## src/acir_pkg.sv

```systemverilog
// package: register map, field layout and sequencer event carrier
package acir_pkg;

    // word indices; byte address is four times the index
    localparam logic [3:0] IDX_CTRL   = 4'h0;
    localparam logic [3:0] IDX_STATUS = 4'h9;
    localparam logic [3:0] IDX_FLAGS  = 4'hC;
    localparam logic [3:0] IDX_ENABLE = 4'hD;
    localparam logic [3:0] IDX_SNAP   = 4'hE;

    // control register bit positions
    localparam int CTRL_CONV_EN   = 0;
    localparam int CTRL_SOFT_RST  = 1;
    localparam int CTRL_STORE_AB  = 2;
    localparam int CTRL_HALT_WAIT = 3;
    localparam int CTRL_DBL_BUF   = 4;

    // status register bit positions
    localparam int STAT_ABORT_DONE = 7;
    localparam int STAT_OVERRUN    = 6;

    // snapshot field positions
    localparam int SNAP_LIST_BANK   = 15;
    localparam int SNAP_RESULT_BANK = 14;

    // flag and enable bit positions
    localparam int LIST_END_BIT = 0;

    // reset values
    localparam logic [4:0]  CTRL_RST   = 5'h00;
    localparam logic [15:0] FLAGS_RST  = 16'h0000;
    localparam logic [15:0] ENABLE_RST = 16'h0000;
    localparam logic [5:0]  INDEX_RST  = 6'h00;
    localparam logic [31:0] RDATA_RST  = 32'h0000_0000;

    // events from the conversion sequencer and result store
    typedef struct packed {
        logic       store_done;     // one cycle: command done, result stored
        logic [3:0] flag_select_code;
        logic [1:0] command_type_code;
        logic       first_of_list;  // stored result is top of the list
        logic [5:0] result_index;   // index of stored or aborted conversion
        logic       list_bank;
        logic       result_bank;
        logic       abort_done;     // one cycle: sequence abort executed
        logic       conv_ongoing;   // a conversion was running at abort
        logic       stop_abort;     // abort caused by stop mode entry
        logic       wait_abort;     // abort caused by wait mode entry
    } acir_seq_evt_t;

    typedef enum logic [1:0] {
        BUS_IDLE = 2'b01,
        BUS_ACK  = 2'b10
    } acir_bus_st_t;

endpackage

```

## src/acir_top.sv

```systemverilog
// module: conversion done flags, interrupt enables and intermediate snapshot
//
// Our own choice: the Avalon-MM interface to the registers.
`timescale 1ns/1ps
`default_nettype none
//////////////////////////////////////////////////////////////////////////////
//////////////////////////////////////////////////////////////////////////////
module acir_top
    import acir_pkg::*;
(
    input  wire logic          mclk,
    input  wire logic          sys_rst,
    input  wire logic [3:0]    avs_address,
    input  wire logic          avs_read,
    input  wire logic          avs_write,
    input  wire logic [31:0]   avs_writedata,
    input  wire logic [3:0]    avs_byteenable,
    output logic      [31:0]   avs_readdata,
    output logic               avs_waitrequest,
    input  wire acir_seq_evt_t seq_evt,
    output logic               conv_irq,
    output logic               converter_enable,
    output logic               store_on_abort,
    output logic               halt_in_wait
);

    // one-hot decode of a flag select code into a flag vector
    function automatic logic [15:0] slot_decode(input logic [3:0] code);
        logic [15:0] v;
        v = 16'h0000;
        if (code != 4'h0) begin
            v[code] = 1'b1;
        end
        return v;
    endfunction

    // byte lane mask for the low 16 data bits
    function automatic logic [15:0] lane_mask(input logic [3:0] be);
        return {{8{be[1]}}, {8{be[0]}}};
    endfunction

    //////////////////////////////////////////////////////////////////////////
    // bus slave: one wait state, answer on the second cycle
    acir_bus_st_t bus_st_ff;
    acir_bus_st_t nxt_bus_st;
    logic [31:0]  rdata_ff;
    logic [31:0]  nxt_rdata;
    logic         wait_ff;
    logic         nxt_wait;
    logic         wr_take;

    logic [4:0]   ctrl_ff;
    logic [15:0]  flags_ff;
    logic [15:0]  en_ff;
    logic         abort_done_ff;
    logic         overrun_ff;
    logic         snap_list_bank_ff;
    logic         snap_result_bank_ff;
    logic [5:0]   snap_result_index_ff;
    logic [5:0]   last_index_ff;
    logic         irq_ff;

    assign wr_take = avs_write && (bus_st_ff == BUS_ACK);

    always_comb begin
        nxt_bus_st = bus_st_ff;
        nxt_rdata  = rdata_ff;
        nxt_wait   = 1'b1;
        case (bus_st_ff)
            BUS_IDLE: begin
                if (avs_read || avs_write) begin
                    nxt_bus_st = BUS_ACK;
                    nxt_wait   = 1'b0;
                    nxt_rdata  = RDATA_RST;
                    if (avs_read) begin
                        case (avs_address)
                            IDX_CTRL:   nxt_rdata[4:0]  = ctrl_ff;
                            IDX_STATUS: begin
                                nxt_rdata[STAT_ABORT_DONE] = abort_done_ff;
                                nxt_rdata[STAT_OVERRUN]    = overrun_ff;
                            end
                            IDX_FLAGS:  nxt_rdata[15:0] = flags_ff;
                            IDX_ENABLE: nxt_rdata[15:0] = en_ff;
                            IDX_SNAP: begin
                                nxt_rdata[SNAP_LIST_BANK]   = snap_list_bank_ff;
                                nxt_rdata[SNAP_RESULT_BANK] =
                                    snap_result_bank_ff;
                                nxt_rdata[5:0] = snap_result_index_ff;
                            end
                            default:    nxt_rdata = RDATA_RST;
                        endcase
                    end
                end
            end
            BUS_ACK: begin
                nxt_bus_st = BUS_IDLE;
            end
            default: begin
                nxt_bus_st = BUS_IDLE;
            end
        endcase
    end

    always_ff @(posedge mclk) begin
        if (sys_rst) begin
            bus_st_ff <= BUS_IDLE;
            rdata_ff  <= RDATA_RST;
            wait_ff   <= 1'b1;
        end else begin
            bus_st_ff <= nxt_bus_st;
            rdata_ff  <= nxt_rdata;
            wait_ff   <= nxt_wait;
        end
    end

    assign avs_readdata    = rdata_ff;
    assign avs_waitrequest = wait_ff;

    //////////////////////////////////////////////////////////////////////////
    // control and enable registers
    logic [4:0]  nxt_ctrl;
    logic [15:0] nxt_en;
    logic [15:0] wmask;

    assign wmask = lane_mask(avs_byteenable);

    always_comb begin
        nxt_ctrl = ctrl_ff;
        nxt_en   = en_ff;
        if (wr_take && avs_address == IDX_CTRL && avs_byteenable[0]) begin
            nxt_ctrl = avs_writedata[4:0];
        end
        if (wr_take && avs_address == IDX_ENABLE) begin
            nxt_en = (en_ff & ~wmask) | (avs_writedata[15:0] & wmask);
        end
    end

    always_ff @(posedge mclk) begin
        if (sys_rst) begin
            ctrl_ff <= CTRL_RST;
            en_ff   <= ENABLE_RST;
        end else begin
            ctrl_ff <= nxt_ctrl;
            en_ff   <= nxt_en;
        end
    end

    assign converter_enable = ctrl_ff[CTRL_CONV_EN];
    assign store_on_abort   = ctrl_ff[CTRL_STORE_AB];
    assign halt_in_wait     = ctrl_ff[CTRL_HALT_WAIT];

    //////////////////////////////////////////////////////////////////////////
    // done flags, status flags and snapshot
    logic        blank;
    logic [15:0] set_vec;
    logic [15:0] clr_vec;
    logic        list_end_cmd;
    logic        hw_abort;
    logic        ovr_evt;
    logic [15:0] nxt_flags;
    logic        nxt_abort_done;
    logic        nxt_overrun;
    logic        nxt_snap_list_bank;
    logic        nxt_snap_result_bank;
    logic [5:0]  nxt_snap_result_index;
    logic [5:0]  nxt_last_index;
    logic        nxt_irq;

    assign blank = !ctrl_ff[CTRL_CONV_EN]
                || ctrl_ff[CTRL_SOFT_RST];
    assign list_end_cmd = seq_evt.command_type_code[1];
    assign hw_abort = seq_evt.stop_abort
                   || (seq_evt.wait_abort && ctrl_ff[CTRL_HALT_WAIT]);

    always_comb begin
        set_vec = 16'h0000;
        if (seq_evt.store_done) begin
            set_vec = slot_decode(
                seq_evt.flag_select_code);
            set_vec[LIST_END_BIT] = list_end_cmd;
        end
        clr_vec = 16'h0000;
        if (wr_take && avs_address == IDX_FLAGS) begin
            clr_vec = avs_writedata[15:0] & wmask;
        end
        if (ctrl_ff[CTRL_DBL_BUF]) begin
            ovr_evt = |(set_vec & flags_ff);
        end else begin
            ovr_evt = seq_evt.store_done && seq_evt.first_of_list
                   && (|flags_ff[15:1]);
        end
    end

    always_comb begin
        nxt_flags             = (flags_ff & ~clr_vec) | set_vec;
        nxt_abort_done        = abort_done_ff;
        nxt_overrun           = overrun_ff | ovr_evt;
        nxt_snap_list_bank    = snap_list_bank_ff;
        nxt_snap_result_bank  = snap_result_bank_ff;
        nxt_snap_result_index = snap_result_index_ff;
        nxt_last_index        = last_index_ff;
        if (wr_take && avs_address == IDX_STATUS && avs_byteenable[0]) begin
            if (avs_writedata[STAT_ABORT_DONE]) begin
                nxt_abort_done = 1'b0;
            end
            if (avs_writedata[STAT_OVERRUN] && !ovr_evt) begin
                nxt_overrun = 1'b0;
            end
        end
        if (seq_evt.store_done) begin
            nxt_last_index = seq_evt.result_index;
            if (|set_vec) begin
                nxt_snap_result_index = seq_evt.result_index;
            end
            if (|set_vec[15:1]) begin
                nxt_snap_list_bank   = seq_evt.list_bank;
                nxt_snap_result_bank = seq_evt.result_bank;
            end
        end
        if (seq_evt.abort_done) begin
            nxt_snap_list_bank   = seq_evt.list_bank;
            nxt_snap_result_bank = seq_evt.result_bank;
            if (hw_abort) begin
                nxt_snap_result_index = last_index_ff;
            end else begin
                nxt_abort_done = 1'b1;
                if (seq_evt.conv_ongoing) begin
                    nxt_snap_result_index = ctrl_ff[CTRL_STORE_AB] ?
                        seq_evt.result_index : last_index_ff;
                end
            end
            // idle software abort leaves the captured index alone
        end
        if (blank) begin
            nxt_flags             = FLAGS_RST;
            nxt_abort_done        = 1'b0;
            nxt_overrun           = 1'b0;
            nxt_snap_list_bank    = 1'b0;
            nxt_snap_result_bank  = 1'b0;
            nxt_snap_result_index = INDEX_RST;
            nxt_last_index        = INDEX_RST;
        end
        nxt_irq = |(nxt_flags & nxt_en);
    end

    always_ff @(posedge mclk) begin
        if (sys_rst) begin
            flags_ff             <= FLAGS_RST;
            abort_done_ff        <= 1'b0;
            overrun_ff           <= 1'b0;
            snap_list_bank_ff    <= 1'b0;
            snap_result_bank_ff  <= 1'b0;
            snap_result_index_ff <= INDEX_RST;
            last_index_ff        <= INDEX_RST;
            irq_ff               <= 1'b0;
        end else begin
            flags_ff             <= nxt_flags;
            abort_done_ff        <= nxt_abort_done;
            overrun_ff           <= nxt_overrun;
            snap_list_bank_ff    <= nxt_snap_list_bank;
            snap_result_bank_ff  <= nxt_snap_result_bank;
            snap_result_index_ff <= nxt_snap_result_index;
            last_index_ff        <= nxt_last_index;
            irq_ff               <= nxt_irq;
        end
    end

    assign conv_irq = irq_ff;
endmodule
`default_nettype wire

```

## config.mk

```make
export PLATFORM = sky130hd
export DESIGN_NAME = acir_top
export DESIGN_NICKNAME = d
export VERILOG_FILES = /design/src/acir_pkg.sv /design/src/acir_top.sv
export SDC_FILE = /design/constraint.sdc
export NUM_CORES = 1
export LEC_CHECK = 0
export BUFFER_PORTS_ARGS = -buffer_cell sky130_fd_sc_hd__buf_4
export CORE_MARGIN = 10
export CORE_UTILIZATION = 52
export CTS_CLUSTER_SIZE = 8
export DETAILED_ROUTE_END_ITERATION = 6
export GPL_ROUTABILITY_DRIVEN = 0
export PLACE_DENSITY_LB_ADDON = 0.25
export SYNTH_ARGS = -nofsm -noshare
export SYNTH_HDL_FRONTEND = slang
export SYNTH_SLANG_ARGS = --single-unit
```

## constraint.sdc

```tcl
create_clock -name mclk -period 2.8 [get_ports mclk]
set_clock_uncertainty 0.1 [all_clocks]
set_input_delay 0.56 -clock mclk [delete_from_list [all_inputs] [get_ports mclk]]
set_output_delay 0.56 -clock mclk [all_outputs]
set_load 0.05 [all_outputs]
```

==> Flow_metrics.wiki <==
{| class="wikitable"
! Metric !! Value
|-
| Run status || complete, no violations
|-
| Total via count after detailed routing || 3363
|-
| Hold Path Origin || seq_evt[4]
|-
| Total grt overflow || 0
|-
| Met3 wire len || 1110 um
|-
| Count of input and output buffers || 65
|-
| CP top delay family || simple AND/OR/NAND/NOR gates
|-
| Std-Cell Core Area || 6760 um^2
|-
| Post-synthesis sequential element count || 73
|-
| Routed wire length || 10400 um
|-
| Count of clock tree sinks || 73
|-
| GR Util All Layers || 19.6%
|-
| Worst-case register-to-register setup slack || 0.64 ns
|-
| Number of buffers inserted by hold repair at cts || 0
|-
| Post-cts gate resize count || 0
|-
| Clock tree from TritonCTS || yes
|-
| Endpoints failing hold || 0
|-
| Max-slew violation total from the final report || 0
|-
| Residual DRC || 0
|-
| CTS max path bufs || 2
|-
| Max VDD drop || 281 uV
|-
| Syn_area_per_cell || 8.85 um^2
|-
| Count of routing violations after the opening detailed-route iteration || 453
|-
| Number of instances in the synthesized netlist || 404
|-
| Height of the die || 103 um
|-
| Synth Cell Area || 3580 um^2
|-
| Full die area || 10600 um^2
|-
| Post-CTS repair timing setup buffer count || 0
|-
| Layout net count || 524
|-
| Unrepaired setup endpoints after global routing || no
|-
| Number of flops mapped to enable cells by yosys || 0
|-
| Reg-to-reg critical path endpoint || conv_irq
|-
| Pin count of the biggest net entering global routing || 41
|-
| CTS root buffer || clkbuf_8
|-
| Arrival time of data at the critical path endpoint || 2.37 ns
|-
| Worst hold path class || input port to flop
|-
| Number of max-cap violations || 0
|-
| Drt first pass iters || 7
|-
| Buf/Inv on CP || 1
|-
| Initial Util || 52.9%
|-
| Detail Placement HPWL || 7600 um
|-
| Core Util, Final || 63.1%
|-
| Nature of the critical path startpoint || input port
|-
| Sequential share of the synthesized area || 40.9%
|-
| Detailed-route wire length per cell || 19.0 um
|-
| Worst relative slew slack || 47.6%
|-
| Global-route wire length before repair || 16200 um
|-
| Total clock buffers created by CTS || 9
|-
| Most common flop cell mapped by yosys || dfxtp_1
|-
| Met2 Routed Length || 4650 um
|-
| Count of final setup violators || 0
|-
| Reg-to-reg critical path startpoint || bus_st_ff[0]
|-
| LEAKAGE || 1.67 nW
|-
| Die Width || 103 um
|-
| Number of distinct library cells after synthesis || 44
|-
| Total power per unit cell area || 524 nW/um^2
|-
| Row Count || 30
|-
| Top Metal Used || met4
|-
| Met1 Wirelength || 4350 um
|-
| Clock network latency to the later pin of the worst-skew pair || 0.36 ns
|-
| Total negative setup slack || 0 ns
|-
| Vias in the first global route || 3167
|-
| Worst Hold Endpoint || snap_result_bank_ff
|-
| Worst path max stage delay || 0.65 ns
|-
| Top-Level Pins || 101
|-
| Count of antenna-violating nets left after detailed routing || 0
|-
| Reg2Reg Depth || 6
|-
| Layout-stage area growth over the synthesis result || 19.1%
|-
| Fraction of registers with async set/reset || 0%
|-
| Share of final-layout standard cells stronger than drive strength 1 || 23.9%
|-
| Count of H-tree levels built during CTS || 3
|-
| Critical-path cell list || buf_4, and4bb_2, nand3_1, a32oi_1, o22ai_1, nor4_1, a31oi_1
|-
| Critical Setup Path Class || input port to flop
|-
| Largest fanout on the critical path || 23
|-
| CTS clk-pin slew, worst paths || 0.08 ns
|-
| Least-Margin Pin Slew || 0.777 ns
|-
| Antenna violations before repair || 0
|-
| Worst hold stages || 3
|-
| Antenna cell count || 0
|-
| Via-per-instance ratio || 6.17
|-
| Count of yosys warnings during synthesis || 0
|-
| Part of the cycle the worst path needs || 79.7%
|-
| Kind of capture point of the worst setup path || flop
|-
| Cell at the slowest stage of the critical path || and4bb_2
|-
| Final worst path period need || 2.23 ns
|-
| Data required time at the worst endpoint || 2.94 ns
|-
| Maximum clock rate || 0.448 GHz
|}
==> cells by family (layout without fill, tap and decap cells) <==
kind of cell,Yosys count,in the layout,synth area share [%]
mux,38,38,11.2
compound gates,103,103,20.6
buf+inv,49,95,7.70
simple gates,140,140,19.5
other cells,1,16,0.105
flops,73,73,40.9
==> synthesized netlist by cell type (5+ instances only) <==
cell      instances  area share (%)
a22oi_1          40             8.4
clkbuf_1         19             2.0
buf_4            17             3.6
a21oi_1          16             2.2
o22ai_1           5            0.87
mux2i_1          25             7.0
nor2_1           72             7.6
a22o_1           11             2.7
dfxtp_1          73              41
o21ai_0          12             1.7
nor2b_1          15             2.6
mux2_2           12             3.8
nand3_1          17             2.4
nand2_1          12             1.3
a32oi_1           5             1.2
inv_1             5            0.52
==> layer usage <==
metal,up-vias,GRT usage (%)
li1,1552,-
met1,1599,25.9
met2,191,29.3
met3,21,5.50
met4,0,8.34
met5,-,0
==> per-stage QoR <==
| stage | area (um^2) | hold WS [ns] | cells | total power [mW] | setup WS, ns |
|---|---|---|---|---|---|
| after global routing | 4260 | 0.362 | 545 | 2.30 | 0.418 |
| after CTS | 4260 | 0.334 | 545 | 2.24 | 0.616 |
| final | 4260 | 0.336 | 545 | 2.23 | 0.569 |
| after global placement | 4030 | 0.368 | 529 | 1.30 | 0.253 |
| after floorplan | 3630 | 0.361 | 419 | 1.23 | 0.626 |
| after detailed placement | 4030 | 0.377 | 529 | 1.30 | 0.233 |
==> sequential cells by signal, indices dropped and copies added, names as in the netlist <==
name / flops
flags_ff: 16
snap_list_bank_ff: 1
conv_irq: 1
last_index_ff: 6
avs_readdata: 16
abort_done_ff: 1
snap_result_bank_ff: 1
overrun_ff: 1
snap_result_index_ff: 6
ctrl_ff: 5
en_ff: 16
bus_st_ff: 2
avs_waitrequest: 1
==> final cells by class <==
class,count,area [um^2]
Fill cell,584,2500
Multi-Input combinational cell,297,1900
Sequential cell,73,1460
Timing Repair Buffer,74,556
Clock buffer,12,155
Tap cell,80,100
Clock inverter,4,73.8
Inverter,5,18.8
==> worst min-delay path, cell delays in order <==
cell and delay [ns]:
buf_4 0.08, mux2i_1 0.05, nor2_1 0.07
==> power by group <==
part	total (mW)	leakage, nW	switching, mW	internal [mW]
clock	0.954	0.117	0.402	0.553
combinational	0.235	0.961	0.156	0.0784
sequential	1.04	0.588	0.00190	1.04
==> worst max path at each step <==
stage / startpoint / to / cells past startpoint
after CTS: avs_address[0] / conv_irq / 7
final: avs_address[0] / conv_irq / 7
after global placement: avs_address[0] / conv_irq / 7
after global routing: avs_address[0] / conv_irq / 7
after detailed placement: avs_address[0] / conv_irq / 7
after floorplan: avs_byteenable[1] / conv_irq / 8
==> cell usage in the layout, fill, tap and decap left out, drive strengths merged, types with 4 or more instances in the layout <==
cell type	synthesis	final
a22oi	41	41
dfxtp	73	73
clkbuf	20	12
o21ai	15	15
mux2	13	13
nor4	4	4
nor2	72	72
a222oi	4	4
nand2	12	12
a32oi	5	5
inv	5	6
mux2i	25	25
conb	1	16
a22o	11	11
nand3	17	17
buf	24	74
a21oi	16	16
nor2b	15	15
o22ai	5	5
Note: power is estimated with default switching activity, not from simulation.
